[src/include/imbd_pkg.sv]
// Purpose: shared constants for the module-bus address decoder
// Assumes: 20-bit processor addresses extended onto a 24-bit module bus
// Notes:   address windows and bus widths of the decoder live here; PIN_PORT_W and the pin capture window are set in imbd_decode
package imbd_pkg;
    localparam int          BUS_AW        = 24;            // module bus address lines
    localparam int          CPU_AW        = 20;            // processor address lines
    localparam int          DATA_W        = 16;            // module bus data lines
    localparam int          SIGN_BIT      = 19;            // processor address msb
    localparam logic [23:0] HOLE_LO       = 24'h08_0000;   // first unreachable address
    localparam logic [23:0] HOLE_HI       = 24'hF7_FFFF;   // last unreachable address
    localparam logic [2:0]  REGION_LOW3   = 3'h7;          // low three bits of the region nibble
    localparam logic [3:0]  REGION_LIVE   = 4'hF;          // nibble at which modules answer
    localparam int          REGION_SPAN_W = 12;            // module region is 4 kbyte
    localparam logic [7:0]  REGION_MID    = 8'hFF;         // bits 19:12 of the module region
    localparam int          RAM_SPAN_W    = 11;            // standby ram is 2 kbyte
    localparam int          MOD_SLOTS     = 16;            // module slots in the region
    localparam logic [15:0] MOD_PRESENT   = 16'h00FF;      // slots holding a real module
    localparam logic        MAP_RESET     = 1'b1;          // map bit value after reset
    localparam logic        RAM_EN_RESET  = 1'b0;          // ram enable after reset
endpackage : imbd_pkg

[src/rtl/imbd_decode.sv]
// Purpose: module-bus address extension, decode, region mapping and pin handling
// Assumes: inputs synchronous to CORE_CLK_IN except pins passed through the synchroniser
// Notes:   decode outputs are combinational strobes; address and data outputs are registered
`timescale 1ns/1ps
module imbd_decode #(
    parameter int PIN_PORT_W = 8     // clock-mode, serial and converter port pins
) (
    input  wire logic        CORE_CLK_IN,
    input  wire logic        RSTN_IN,
    input  wire logic        CPU_REQ_IN,          // processor bus cycle valid
    input  wire logic [19:0] CPU_ADDR_IN,         // processor address
    input  wire logic        CPU_WRITE_IN,        // processor write
    input  wire logic [15:0] CPU_WDATA_IN,        // processor write data
    input  wire logic        MAP_WR_IN,           // write strobe to the map bit
    input  wire logic        MAP_WDATA_IN,        // value written to the map bit
    input  wire logic        RAM_CFG_WR_IN,       // write strobe to ram control
    input  wire logic        RAM_EN_WDATA_IN,     // ram enable value
    input  wire logic [12:0] RAM_BASE_WDATA_IN,   // ram base, address bits 23:11
    input  wire logic        THREE_STATE_CONTROL_IN,
    input  wire logic [15:0] DATA_PIN_IN,         // data bus pins as seen at the pad
    input  wire logic [PIN_PORT_W-1:0] PORT_PIN_IN,     // port pins
    input  wire logic [PIN_PORT_W-1:0] PORT_IS_INPUT_IN, // pin used as input port
    output logic [23:0]      BUS_ADDR_OUT,        // module bus address
    output logic [15:0]      BUS_DATA_OUT,        // module bus write data
    output logic             BUS_WRITE_OUT,       // module bus write
    output logic             MODMAP_OUT,          // map bit as a bus signal
    output logic             MOD_SEL_OUT,         // internal module selected
    output logic [15:0]      MOD_SLOT_SEL_OUT,    // one-hot module slot
    output logic             RAM_SEL_OUT,         // standby ram selected
    output logic [10:0]      RAM_OFFSET_OUT,      // offset inside ram
    output logic             EXT_SEL_OUT,         // external bus cycle
    output logic             HOLE_OUT,            // unreachable address hit
    output logic [3:0]       ADDR_PIN_OUT,        // address 23:20 test pins
    output logic [3:0]       ADDR_PIN_OE_OUT,     // enables of those pins
    output logic             BUS_PIN_OE_OUT,      // enable for all type-B drivers
    output logic [15:0]      DATA_SAMPLED_OUT,    // data pins caught just after reset release
    output logic [PIN_PORT_W-1:0] PORT_SAMPLED_OUT // synchronised port pins
);
    initial
    begin
        if (PIN_PORT_W < 1)
            $error("PIN_PORT_W must be at least one");
    end

    logic        map_r;           // module map bit
    logic        map_nxt;
    logic        map_locked_r;    // first write has been taken
    logic        map_locked_nxt;
    logic        ram_en_r;        // standby ram enable
    logic [12:0] ram_base_r;      // ram base, address bits 23:11
    logic        in_reset_r;      // high until first edge after release
    logic        in_tail_r;       // high until second edge after release
    wire         pin_catch = in_reset_r | in_tail_r; // data pin capture window
    logic [23:0] addr_r;          // registered bus address
    logic [15:0] data_r;          // registered bus data
    logic        write_r;         // registered direction
    logic        valid_r;         // registered request

    // extend processor address with copies of bit 19
    wire  [23:0] ext_addr = {{(imbd_pkg::BUS_AW - imbd_pkg::CPU_AW){CPU_ADDR_IN[imbd_pkg::SIGN_BIT]}},
                             CPU_ADDR_IN};

    // region nibble built from map bit
    wire  [3:0]  region_nib = {map_r, imbd_pkg::REGION_LOW3};

    // decode on registered address
    wire         in_hole   = (addr_r >= imbd_pkg::HOLE_LO) && (addr_r <= imbd_pkg::HOLE_HI);
    wire         in_region = (addr_r[23:20] == region_nib)
                          && (addr_r[19:12] == imbd_pkg::REGION_MID);
    wire         region_ok = (region_nib == imbd_pkg::REGION_LIVE);
    wire  [3:0]  slot_idx  = addr_r[11:8];
    wire         slot_real = imbd_pkg::MOD_PRESENT[slot_idx];
    wire         mod_hit   = valid_r && !in_hole && in_region && region_ok && slot_real;
    wire         ram_hit   = valid_r && !in_hole && ram_en_r && !mod_hit
                          && (addr_r[23:11] == ram_base_r);
    // anything reachable that is not taken inside goes off-chip
    wire         ext_hit   = valid_r && !in_hole && !mod_hit && !ram_hit;

    // first write to the map bit wins, later ones ignored
    always_comb
    begin
        map_nxt        = map_r;
        map_locked_nxt = map_locked_r;
        if (MAP_WR_IN && !map_locked_r)
        begin
            map_nxt        = MAP_WDATA_IN;
            map_locked_nxt = 1'b1;
        end
    end

    // map bit and lock
    always_ff @(posedge CORE_CLK_IN or negedge RSTN_IN)
    begin
        if (!RSTN_IN)
        begin
            map_r        <= imbd_pkg::MAP_RESET;
            map_locked_r <= 1'b0;
        end
        else
        begin
            map_r        <= map_nxt;
            map_locked_r <= map_locked_nxt;
        end
    end

    // ram control block
    always_ff @(posedge CORE_CLK_IN or negedge RSTN_IN)
    begin
        if (!RSTN_IN)
        begin
            ram_en_r   <= imbd_pkg::RAM_EN_RESET;
            ram_base_r <= 13'h0000;
        end
        else if (RAM_CFG_WR_IN)
        begin
            ram_en_r   <= RAM_EN_WDATA_IN;
            ram_base_r <= RAM_BASE_WDATA_IN;
        end
    end

    // reset-window flags for data pin capture: two edges after release
    // so the pad value reaches the second synchroniser stage before freezing
    always_ff @(posedge CORE_CLK_IN or negedge RSTN_IN)
    begin
        if (!RSTN_IN)
        begin
            in_reset_r <= 1'b1;
            in_tail_r  <= 1'b1;
        end
        else
        begin
            in_reset_r <= 1'b0;
            in_tail_r  <= in_reset_r;
        end
    end

    // bus request register: full 16 data bits
    always_ff @(posedge CORE_CLK_IN or negedge RSTN_IN)
    begin
        if (!RSTN_IN)
        begin
            addr_r  <= 24'h00_0000;
            data_r  <= 16'h0000;
            write_r <= 1'b0;
            valid_r <= 1'b0;
        end
        else
        begin
            valid_r <= CPU_REQ_IN;
            if (CPU_REQ_IN)
            begin
                addr_r  <= ext_addr;
                data_r  <= CPU_WDATA_IN;
                write_r <= CPU_WRITE_IN;
            end
        end
    end

    // data pins sampled only on the first two edges after reset release
    imbd_sync #(
        .WIDTH (imbd_pkg::DATA_W)
    ) u_data_sync (
        .clk_in  (CORE_CLK_IN),
        .rstn_in (RSTN_IN),
        .d_in    (DATA_PIN_IN),
        .en_in   ({imbd_pkg::DATA_W{pin_catch}}),
        .q_out   (DATA_SAMPLED_OUT)
    );

    // port pins sampled only when used as inputs
    imbd_sync #(
        .WIDTH (PIN_PORT_W)
    ) u_port_sync (
        .clk_in  (CORE_CLK_IN),
        .rstn_in (RSTN_IN),
        .d_in    (PORT_PIN_IN),
        .en_in   (PORT_IS_INPUT_IN),
        .q_out   (PORT_SAMPLED_OUT)
    );

    // outputs
    assign BUS_ADDR_OUT     = addr_r;
    assign BUS_DATA_OUT     = data_r;
    assign BUS_WRITE_OUT    = write_r;
    assign MODMAP_OUT       = map_r;
    assign MOD_SEL_OUT      = mod_hit;
    assign MOD_SLOT_SEL_OUT = mod_hit ? (16'h0001 << slot_idx) : 16'h0000;
    assign RAM_SEL_OUT      = ram_hit;
    assign RAM_OFFSET_OUT   = addr_r[imbd_pkg::RAM_SPAN_W-1:0];
    assign EXT_SEL_OUT      = ext_hit;
    assign HOLE_OUT         = valid_r && in_hole;
    assign ADDR_PIN_OUT     = addr_r[23:20];
    assign ADDR_PIN_OE_OUT  = 4'hF;           // type-A, always driven
    assign BUS_PIN_OE_OUT   = !THREE_STATE_CONTROL_IN;
endmodule : imbd_decode

[src/rtl/imbd_sync.sv]
// Purpose: two-stage synchroniser, gated per bit by a capture enable
// Assumes: one clock, asynchronous active-low reset
// Notes:   first stage feeds only the second stage
`timescale 1ns/1ps
module imbd_sync #(
    parameter int WIDTH = 16
) (
    input  wire logic             clk_in,
    input  wire logic             rstn_in,
    input  wire logic [WIDTH-1:0] d_in,
    input  wire logic [WIDTH-1:0] en_in,
    output logic      [WIDTH-1:0] q_out
);
    logic [WIDTH-1:0] meta_r;   // first stage
    logic [WIDTH-1:0] hold_r;   // second stage

    // per bit: sample only while enabled, hold otherwise
    genvar i;
    generate
        for (i = 0; i < WIDTH; i++)
        begin : g_bit
            always_ff @(posedge clk_in or negedge rstn_in)
            begin
                if (!rstn_in)
                begin
                    meta_r[i] <= 1'b0;
                    hold_r[i] <= 1'b0;
                end
                else if (en_in[i])
                begin
                    meta_r[i] <= d_in[i];
                    hold_r[i] <= meta_r[i];
                end
            end
        end
    endgenerate

    assign q_out = hold_r;
endmodule : imbd_sync

[config.mk]
export PLATFORM = sky130hd
export DESIGN_NAME = imbd_decode
export DESIGN_NICKNAME = d
export VERILOG_FILES = /design/src/include/imbd_pkg.sv /design/src/rtl/imbd_decode.sv /design/src/rtl/imbd_sync.sv
export SDC_FILE = /design/constraint.sdc
export NUM_CORES = 1
export LEC_CHECK = 0
export BUFFER_PORTS_ARGS = -buffer_cell sky130_fd_sc_hd__buf_2
export CAP_MARGIN = 20
export CORE_MARGIN = 1.5
export CORE_UTILIZATION = 50
export DETAILED_ROUTE_END_ITERATION = 10
export GPL_TIMING_DRIVEN = 0
export PLACE_DENSITY = 0.84
export SLEW_MARGIN = 20
export SYNTH_ARGS = -nofsm -noshare
export SYNTH_HDL_FRONTEND = slang
export SYNTH_SLANG_ARGS = --single-unit
export TNS_END_PERCENT = 100
[constraint.sdc]
create_clock -name CORE_CLK_IN -period 4.8 [get_ports CORE_CLK_IN]
set_input_delay 0.96 -clock CORE_CLK_IN [delete_from_list [all_inputs] [get_ports CORE_CLK_IN]]
set_output_delay 0.96 -clock CORE_CLK_IN [all_outputs]
set_load 0.01 [all_outputs]
==> results of run 1 <==
[cells by family after synthesis]
family                 synth area share [%]
flip-flops                             60.6
multiplexers                           26.2
buffers and inverters                  6.55
AND/OR/NAND/NOR                        4.63
XOR/XNOR                               1.63
other                                 0.175
AO/OA/AOI/OAI                         0.204
[area by class of cell]
cell class                      count  area, um^2  share of cell area [%]
Inverter                            1        3.75                  0.0663
Multi-Input combinational cell    152        1460                    25.7
Sequential cell                   104        2610                    46.0
Buffer                             40         278                    4.91
Tap cell                          105         131                    2.32
Timing Repair Buffer              183         945                    16.7
Clock inverter                      7         118                    2.08
Clock buffer                        9         124                    2.19
[registers in the layout, summed over array words and instances (netlist names)]
register,flops
BUS_ADDR_OUT,20
BUS_DATA_OUT,16
BUS_WRITE_OUT,1
MODMAP_OUT,1
in_reset_r,1
in_tail_r,1
map_locked_r,1
ram_base_r,13
ram_en_r,1
u_data_sync.meta_r,16
u_data_sync.q_out,16
u_port_sync.meta_r,8
u_port_sync.q_out,8
valid_r,1
[layout by cell type, fill, tap and decap left out, types with 2 or more instances in the layout]
master,netlist,final
buf_2,6,187
inv_6,0,2
conb_1,2,14
buf_4,32,32
nand4_1,3,3
and3b_1,2,2
xnor2_1,8,8
dfrtp_1,101,101
bufinv_16,0,3
mux2_2,100,100
clkbuf_1,2,2
clkbuf_8,0,9
nor3b_1,3,3
nor3_1,2,2
nor2_1,4,4
dfstp_2,3,3
clkinv_2,0,2
nand2_1,4,4
[path summary, 6_finish.rpt]
path                       cells after the start                    end        startpoint
max                                            5            EXT_SEL_OUT  BUS_ADDR_OUT[19]
min                                            0              in_tail_r        in_reset_r
max reg2reg                                    3  u_data_sync.meta_r[8]         in_tail_r
min reg2reg                                    0              in_tail_r        in_reset_r
max in group asynchronous                      2       BUS_ADDR_OUT[14]           RSTN_IN
min in group asynchronous                      1  u_data_sync.meta_r[4]           RSTN_IN
[worst max-delay path, stage by stage, from the launching register on]
cell       delay, ns
dfrtp_1         0.54
nor4_2          0.33
a2bb2oi_1       0.10
or4_4           0.54
nor2b_4         0.14
buf_2           0.13
[routing by layer]
layer / global-route usage (%) / vias up / share of wire [%]
li1: - / 1348 / -
met1: 22.4 / 1430 / 39
met2: 33.6 / 128 / 51
met3: 7.03 / 4 / 9.5
met4: 3.31 / 0 / 0.55
met5: 0 / - / 0
[power by group]
part	leakage (nW)	internal (mW)	switching (mW)	total, mW
clock	0.124	0.349	0.288	0.637
sequential	1.21	0.966	0.0602	1.03
combinational	1.46	0.196	0.151	0.347
total	2.79	1.51	0.499	2.01
[stage by stage]
stage               std cells  worst slack [ns]
finish                    601              1.71
CTS                       601              1.69
global route              601              1.50
global placement          584              1.76
floorplan                 297              2.19
detailed placement        585              2.09
==> metrics.md, run 1 <==
| Metric | Value |
|---|---|
| Status | `completed` |
| Clk slew on worst S/H paths | `0.10 ns` |
| # setup viols final | `0` |
| Slew @ Worst Pin | `between 0.6 and 0.7 ns` |
| Number of max-cap violations | `0` |
| Antenna Nets Post-Route | `0` |
| Critical path type | `flip-flop to primary output` |
| Final TNS setup | `0 ns` |
| Slew HR | `between 50 and 60%` |
| Unrepaired setup endpoints after global routing | `false` |
| Yosys Warn Count | `0` |
| Nets@finish | `between 500 and 600` |
| Tot Pwr | `approximately 2 mW` |
| CTS Buf Count | `9` |
| Vias | `between 2000 and 3000` |
| Critical Path End Type | `primary output` |
| Maximum vdd drop | `a little under 0.3 mV` |
| Starting Density | `approximately 52%` |
| Clock buffer depth | `2` |
| Fill count | `578` |
| Final max-slew violation count | `0` |
| WL final | `between 8 and 9 mm` |
| Postcts setup bufs | `0` |
| Number of hold violations in the final report | `0` |
| Die area | `around 0.009 mm^2` |
| Post-CTS resize count | `0` |
| Fraction of registers with async set/reset | `100%` |
| Total grt overflow | `0` |
| Diode count | `0` |
| Hold_ws | `between 0.3 and 0.4 ns` |
| Clock sinks | `roughly 100` |
| Vias per inst | `between 4 and 5` |
| Final Cycle Share | `between 60% and 70%` |
| First-pass GRT wire length | `between 10 and 15 mm` |
| Final min period | `a little over 3 ns` |
| IO Port Bufs | `182` |
| First-pass DRT Iterations | `4` |
| Gp weighted congestion | `0.699` |
| CP Max Fanout | `13` |
| Post-route cell area | `0.00566 mm^2` |
| Final core utilization | `between 60% and 70%` |
| Setup Skew | `about 0.0069 ns` |
| Largest net degree at the start of global routing | `56` |
| DRT iter0 DRCs | `about 140` |
| Area after DPL | `0.00542 mm^2` |
| Row count | `33` |
| Die X-Extent | `about 96 um` |
| Total track usage | `a little under a fifth` |
| Distinct cells, synth | `27` |
| Worst Path Required | `~3.8 ns` |
| F_max | `approximately 320 MHz` |
| Hold crit path type | `flip-flop to flip-flop` |
| Synth area leader | `dfrtp_1` |
| Vias in the first global route | `just under 3000` |
| Root Buffer | `clkbuf_8` |
| Initial antenna violation count | `0` |
| Skew-Pair Late Insertion Delay | `roughly 0.34 ns` |
| Power density over the cells | `between 300 and 400 mW/mm^2` |
| Hold_buf cts | `0` |
| H-tree depth | `3` |
| Io pins | `196` |
| Yosys reg bits | `104` |
| DR WL/cell | `between 10 and 15 um` |
| Post-Syn Area | `around 0.0043 mm^2` |
| DP HPWL | `about 6.7 mm` |
| CTS tree | `built` |
| Crit path launch type | `flip-flop` |
| Most frequent cells after synthesis | `101 x dfrtp_1, 100 x mux2_2, 32 x buf_4` |
| Number of remaining DRC errors | `0` |
| EDFF count, synth | `0` |
| Die Span Y | `between 90 and 100 um` |
| Largest cells by area after synthesis | `dfrtp_1 59%, mux2_2 26%, buf_4 5.6%` |
| Main synth FF type | `dfrtp_1` |
| Core Area | `0.00826 mm^2` |
| Yosys top cell area share | `between 50% and 60%` |
| Area grow syn2layout | `31.7%` |
| Syn Area/Cell | `around 15 um^2` |
| Layout cells sized above 1 | `69.6%` |
| Register area share after synthesis | `about three fifths` |
| Worst R2R Setup Slack | `3.37 ns` |
| Mapped Cells | `approximately 290` |
| Leakage | `roughly 2.8 nW` |
| Critical Path AT | `2.13 ns` |
| Count leader, synth | `dfrtp_1` |
(Power assumes the default switching activity.)
==> run 2, diff against run 1 <==
ABC_AREA = 1   (was not set)
CORE_UTILIZATION = 47   (was 50)
PLACE_DENSITY = 0.79   (was 0.84)
clock period = 3.1 ns   (was 4.8 ns; I/O delays follow)
==> run 2 against run 1 <==
Net effect: clock skew increased by 0.0060 ns; register-to-register slack lost 1.5 ns; die area is 8.7% higher; worst hold slack got worse by 0.28 ns; core utilization down 5.9 points; combinational power increased by 52%; critical path depth rose by 2; critical path type unchanged; largest power group unchanged.
==> metrics.md, run 2 <==
| Metric | Value |
|---|---|
| WL final | `9.30 mm (+7.0%)` |
| First-pass DRT Iterations | `4 (unchanged)` |
| Starting Density | `48.1% (-3.9 points)` |
| Bufs and invs on worst path | `2 (+1)` |
| Cell count along the critical path | `7 (+2)` |
| Post-route cell area | `0.00574 mm^2 (+1.3%)` |
| Commonest non-fill, non-tap cells in the layout | `184 x buf_2, 101 x dfrtp_1, 70 x nand2_1, 63 x mux2_2, 36 x buf_4` |
| Diode count | `0 (unchanged)` |
| Register area share after synthesis | `59.2% (-1.5 points)` |
| Hold crit path type | `input port to asynchronous set/reset pin` |
| Unrepaired setup endpoints after global routing | `false` |
| Area after DPL | `0.00553 mm^2 (+2.1%)` |
| Vias in the first global route | `3189 (+10%)` |
| Vias | `3327 (+14%)` |
| Maximum vdd drop | `0.250 mV (-15%)` |
| # setup viols final | `0 (unchanged)` |
| Post-Syn Area | `0.00441 mm^2 (+2.5%)` |
| Final min period | `between 2 and 2.5 ns` |
| Synth area leader | `dfrtp_1` |
| F_max | `between 400 and 500 MHz` |
| Critical path type | `flip-flop to primary output` |
| DRT iter0 DRCs | `109 (-23%)` |
| IO Port Bufs | `182 (unchanged)` |
| CP Max Fanout | `13 (unchanged)` |
| EDFF count, synth | `0 (unchanged)` |
| Reg2reg path depth | `3 (unchanged)` |
| Critical Path AT | `1.72 ns (-0.41 ns)` |
| Largest net degree at the start of global routing | `83 (+48%)` |
| Critical Path End Type | `primary output` |
| Number of remaining DRC errors | `0 (unchanged)` |
| Root Buffer | `clkbuf_8` |
| Count leader, synth | `dfrtp_1` |
| Fraction of registers with async set/reset | `100% (unchanged)` |
| Layout cells sized above 1 | `51.7% (-18 points)` |
| Vias per inst | `4.66 (-3.8%)` |
| Largest cells by area after synthesis | `dfrtp_1 57%, mux2_2 16%, buf_4 6.1%` |
| Antenna Nets Post-Route | `0 (unchanged)` |
| Hold_ws | `0.0998 ns (-0.277 ns)` |
| Die X-Extent | `99.8 um (+4.3%)` |
| Clock buffer depth | `2 (unchanged)` |
| Power density over the cells | `516 mW/mm^2 (+45%)` |
| Crit path launch type | `flip-flop` |
| Setup crit start | `BUS_ADDR_OUT[19]` |
| Io pins | `196 (unchanged)` |
| Die area | `0.00996 mm^2 (+8.7%)` |
| Tot Pwr | `2.96 mW (+47%)` |
| Number of max-cap violations | `0 (unchanged)` |
| Setup Skew | `0.0129 ns (+0.00599 ns)` |
| CP delay by family, top | `flip-flops` |
| Total track usage | `18.8% (-0.20 points)` |
| Postcts setup bufs | `0 (unchanged)` |
| Post-CTS resize count | `0 (unchanged)` |
| Mapped Cells | `393 (+38%)` |
| Hold_buf cts | `0 (unchanged)` |
| Core Area | `0.00915 mm^2 (+11%)` |
| Number of hold violations in the final report | `0 (unchanged)` |
| Yosys reg bits | `104 (unchanged)` |
| Area grow syn2layout | `30.2%` |
| R2R Path End | `u_data_sync.q_out[2]` |
| R2R Path Start | `in_tail_r` |
| Die Span Y | `99.8 um (+4.3%)` |
| Skew-Pair Late Insertion Delay | `0.36 ns (+0.02 ns)` |
| Initial antenna violation count | `0 (unchanged)` |
| Leakage | `3.00 nW (+7.5%)` |
| Yosys top cell area share | `57.4% (-1.4 points)` |
| Most frequent cells after synthesis | `101 x dfrtp_1, 70 x nand2_1, 63 x mux2_2` |
| Nets@finish | `689 (+19%)` |
| Worst R2R Setup Slack | `1.87 ns (-1.50 ns)` |
| First-pass GRT wire length | `14.6 mm (+9.7%)` |
| CP max-delay cell | `dfrtp_1` |
| Clk slew on worst S/H paths | `0.10 ns (about the same)` |
| Final max-slew violation count | `0 (unchanged)` |
| H-tree depth | `3 (unchanged)` |
| Main synth FF type | `dfrtp_1` |
| Clock sinks | `104 (unchanged)` |
| DR WL/cell | `13.0 um (-9.9%)` |
| Worst Path Required | `2.48 ns (-1.36 ns)` |
| Status | `completed` |
| Final Cycle Share | `roughly 75%` |
| CTS tree | `built` |
| Commonest non-fill, non-tap cell in the layout | `buf_2` |
| CP cell instances | `nand2_1 -> nor3_2 -> nand3_2 -> inv_2 -> nand2_2 -> nor2_1 -> buf_2` |
| Yosys Warn Count | `0 (unchanged)` |
| Final TNS setup | `0 ns (unchanged)` |
| Largest register FFs | `20 (unchanged)` |
| Max incr delay on CP | `0.59 ns (+0.05 ns)` |
| Distinct cells, synth | `20 (-26%)` |
| CTS Buf Count | `9 (unchanged)` |
| Total grt overflow | `0 (unchanged)` |
| Syn Area/Cell | `11.2 um^2 (-26%)` |
| Row count | `35 (+6.1%)` |
| Gp weighted congestion | `0.833 (+19%)` |
| DP HPWL | `7.12 mm (+6.9%)` |
==> run 2: cell count changes in the layout (fill, tap and decap cells not counted), sizes merged, moves of 3 or more <==
| cell | delta |
|---|---|
| nor3b | -3 |
| xnor2 | -8 |
| a21oi | +8 |
| nand4 | -3 |
| nand2 | +68 |
| o21ai | +27 |
| inv | +33 |
| mux2 | -35 |
| nand3 | +3 |
| nor2 | +28 |
==> run 2: through the flow <==
stage,worst slack (ns),std cells,utilization [%]
after floorplan,1.29,405,-
after global placement,0.389,698,60.1
after detailed placement,1.13,699,60.5
after CTS,0.720,714,62.7
after global routing,0.541,714,62.7
final,0.763,714,62.7
==> run 2: kinds of logic after synthesis <==
family                 count (synthesis)  share of synthesized area, %
other                                  2                         0.170
AND/OR/NAND/NOR                      111                          10.3
flip-flops                           104                          59.2
buffers and inverters                 76                          9.80
multiplexers                          65                          16.6
AO/OA/AOI/OAI                         35                          3.98
==> run 2: how the worst max path moves through the flow <==
| stage | end | slack [ns] |
|---|---|---|
| 2_1_floorplan | MOD_SLOT_SEL_OUT[4] | 1.29 |
| 3_3_place_gp | BUS_ADDR_OUT[15] | 0.39 |
| 3_5_place_dp | MOD_SLOT_SEL_OUT[2] | 1.13 |
| 4_1_cts | MOD_SLOT_SEL_OUT[2] | 0.72 |
| 5_1_grt | RAM_SEL_OUT | 0.54 |
| 6_report | MOD_SLOT_SEL_OUT[1] | 0.76 |
==> run 2: cell type report <==
type | count | area [um^2]
clock inverters | 5 | 65.1
well taps | 111 | 139
flip-flops and latches | 104 | 2610
clock buffers | 10 | 138
repair buffers | 183 | 945
fillers | 769 | 3420
inverters | 34 | 128
multi-input cells | 225 | 1410
plain buffers | 42 | 304
==> run 2: report_power, final <==
| part | total [mW] | switching [mW] | leakage [nW] | internal (mW) |
|---|---|---|---|---|
| combinational | 0.527 | 0.258 | 1.68 | 0.268 |
| sequential | 1.57 | 0.0794 | 1.22 | 1.49 |
| clock | 0.867 | 0.467 | 0.0969 | 0.400 |
| total | 2.96 | 0.804 | 3.00 | 2.15 |
==> run 2: per-layer routing <==
layer / global-route usage, % / share of wire, % / vias up
met1: 22.9 / 41 / 1565
met3: 4.74 / 7.6 / 9
met4: 5.53 / 0.91 / 0
met5: 0 / 0 / -
li1: - / - / 1623
met2: 33.1 / 51 / 130
==> run 3, diff against run 2 <==
ABC_AREA = 0   (was 1)
CORE_UTILIZATION = 42   (was 47)
PLACE_DENSITY = 0.75   (was 0.79)
clock period = 2.1 ns   (was 3.1 ns; I/O delays follow)
==> run 3 against run 2 <==
Net effect: the flow now finishes with violations (setup timing); critical path depth down 2; clock power up 57%; sequential cell count unchanged; clock-buffer cell count up 1; sequential share of layout area down 1.2 points; via count down 11%; register-to-register slack worse by 1.2 ns; sequential power up 50%; wire length down 2.2%; die area up 8.9%; cell area up 3.1%; cell count down 10%.
==> metrics.md, run 3 (synthesis results as in run 1) <==
| Metric | Value |
|---|---|
| Placed cell count | `613 (-12%)` |
| CP max-delay cell | `dfrtp_2` |
| WL final | `9.09 mm (-2.2%)` |
| Metal2 WL | `4.65 mm (-1.0%)` |
| Number of hold violations in the final report | `0 (unchanged)` |
| Sw Share | `25.5% (-1.7 points)` |
| First-pass DRT Iterations | `4 (unchanged)` |
| Vias | `2958 (-11%)` |
| DR WL/cell | `14.2 um (+8.7%)` |
| Number of max-cap violations | `0 (unchanged)` |
| Layout cells sized above 1 | `74.5% (+23 points)` |
| Critical Path AT | `1.88 ns (+0.16 ns)` |
| CTS tree | `built` |
| Max incr delay on CP | `0.45 ns (-0.14 ns)` |
| CP delay by family, top | `simple AND/OR/NAND/NOR gates` |
| CTS Buf Count | `9 (unchanged)` |
| Maximum vdd drop | `0.586 mV (+130%)` |
| Clock sinks | `104 (unchanged)` |
| Vias per inst | `4.61 (-1.1%)` |
| CP cell instances | `nand4b_1 -> nor3_2 -> nand2_2 -> nor3b_2 -> buf_2` |
| H-tree depth | `3 (unchanged)` |
| Worst setup margin | `-0.197 ns (-0.960 ns)` |
| Power density over the cells | `773 mW/mm^2 (+50%)` |
| IO Port Bufs | `182 (unchanged)` |
| Failing checks | `setup timing` |
| Diode count | `0 (unchanged)` |
| Largest net degree at the start of global routing | `60 (-28%)` |
| Final Cycle Share | `109%` |
| Clock buffer depth | `2 (unchanged)` |
| Bufs and invs on worst path | `1 (-1)` |
| Leakage | `2.88 nW (-3.8%)` |
| Clock power share | `29.7% (+0.4 points)` |
| Cell Count, Final, Fillers Out | `642 (-10%)` |
| Met3 Wirelength | `720 um (+1.3%)` |
| Crit path launch type | `flip-flop` |
| DP HPWL | `6.65 mm (-6.6%)` |
| Status | `finished with violations` |
| DRT iter0 DRCs | `109 (unchanged)` |
| Io pins | `196 (unchanged)` |
| Commonest non-fill, non-tap cell in the layout | `buf_2` |
| Nets@finish | `594 (-14%)` |
| Die area | `0.0109 mm^2 (+8.9%)` |
| Worst Path Required | `1.68 ns (-0.80 ns)` |
| Total grt overflow | `0 (unchanged)` |
| Critical Path End Type | `primary output` |
| Slew @ Worst Pin | `~0.7 ns` |
| Antenna Nets Post-Route | `0 (unchanged)` |
| Gp weighted congestion | `0.774 (-7.2%)` |
| Vias in the first global route | `3134 (-1.7%)` |
| Initial antenna violation count | `0 (unchanged)` |
| Core Area | `0.00986 mm^2 (+7.8%)` |
| First-pass GRT wire length | `15.1 mm (+3.1%)` |
| Final max-slew violation count | `0 (unchanged)` |
| Critical path type | `flip-flop to primary output` |
| Total track usage | `17.5% (-1.3 points)` |
| Setup Skew | `0.00531 ns (-0.00760 ns)` |
| Final core utilization | `60.0% (-2.7 points)` |
| Starting Density | `43.6% (-4.6 points)` |
| Area grow syn2layout | `37.6%` |
| Final min period | `between 2 and 2.5 ns` |
| Row count | `36 (+2.9%)` |
| Internal | `3.41 mW (+58%)` |
| M1 wire length | `3.62 mm (-4.9%)` |
| Largest register FFs | `20 (unchanged)` |
| Root Buffer | `clkbuf_8` |
| Commonest non-fill, non-tap cells in the layout | `185 x buf_2, 100 x mux2_2, 95 x dfrtp_1, 44 x buf_4, 14 x conb_1` |
| Skew-Pair Late Insertion Delay | `0.35 ns (about the same)` |
| Fill count | `803 (+4.4%)` |
| Net switching power | `1.17 mW (+45%)` |
| Clk slew on worst S/H paths | `0.09 ns (about the same)` |
| Die X-Extent | `104 um (+4.4%)` |
| Slew HR | `54.6%` |
| Hold crit path type | `input port to flip-flop` |
| Sequential Power Share | `51.5% (-1.4 points)` |
| # setup viols final | `10 (+10)` |
| Top routing layer in use | `met4` |
| Combinational Power Share | `18.7% (+0.9 points)` |
| F_max | `~440 MHz` |
| CP Max Fanout | `4 (-9)` |
| Die Span Y | `104 um (+4.4%)` |
| Unrepaired setup endpoints after global routing | `true` |
| Number of remaining DRC errors | `0 (unchanged)` |
## run 3: final cells by class
type	instances	area [um^2]	area share (%)
buffer	40	278	4.70
inverter	1	3.75	0.0635
multi-input combinational	152	1570	26.6
sequential	104	2610	44.2
timing repair buffer	196	1060	17.9
clock inverter	5	80.1	1.35
clock buffer	11	141	2.39
tap	133	166	2.81
## run 3: per-stage QoR
stage               worst slack, ns  setup TNS, ns  hold WS (ns)  power [mW]  area [um^2]
finish                       -0.197          -1.09         0.201        4.57         5910
floorplan                    0.0346              0         0.124        2.81         4340
detailed placement           -0.120         -0.213         0.364        3.19         5460
CTS                          -0.210         -0.901         0.175        4.59         5810
global placement             -0.408         -40.49         0.355        3.14         5420
global route                 -0.311          -2.16         0.172        4.81         5910
## run 3: path summary, 6_finish.rpt
check,startpoint,cells past startpoint,to,slack (ns)
worst min register to register,in_reset_r,0,in_tail_r,0.37
max in group asynchronous,RSTN_IN,3,BUS_ADDR_OUT[15],0.88
min in group asynchronous,RSTN_IN,2,u_data_sync.meta_r[10],0.57
worst min-delay path,CPU_REQ_IN,1,valid_r,0.20
worst max-delay path,BUS_ADDR_OUT[11],5,MOD_SLOT_SEL_OUT[5],-0.20
worst max register to register,in_tail_r,3,u_data_sync.q_out[14],0.69
## run 3: repair_timing
| action | in CTS | in global routing |
|---|---|---|
| pin swaps | 11 | 4 |
| endpoints found under the setup margin | 11 | 10 |
| hold buffers | 1 | 0 |
| hold endpoints to repair | 42 | 0 |
| setup buffers | 7 | 5 |
| gates resized for setup | 15 | 13 |
## run 3: power by group through the flow
stage / sequential, mW / combinational (mW) / clock, mW
6_report: 2.36 / 0.857 / 1.36
4_1_cts: 2.36 / 0.845 / 1.39
5_1_grt: 2.39 / 0.933 / 1.49
2_1_floorplan: 2.43 / 0.383 / 0
3_5_place_dp: 2.39 / 0.800 / 0
3_3_place_gp: 2.37 / 0.771 / 0
## run 3: per-layer routing
metal / global-route usage, % / up-vias
li1: - / 1384
met1: 19.8 / 1430
met2: 31.1 / 133
met3: 5.89 / 11
met4: 5.46 / 0
met5: 0 / -
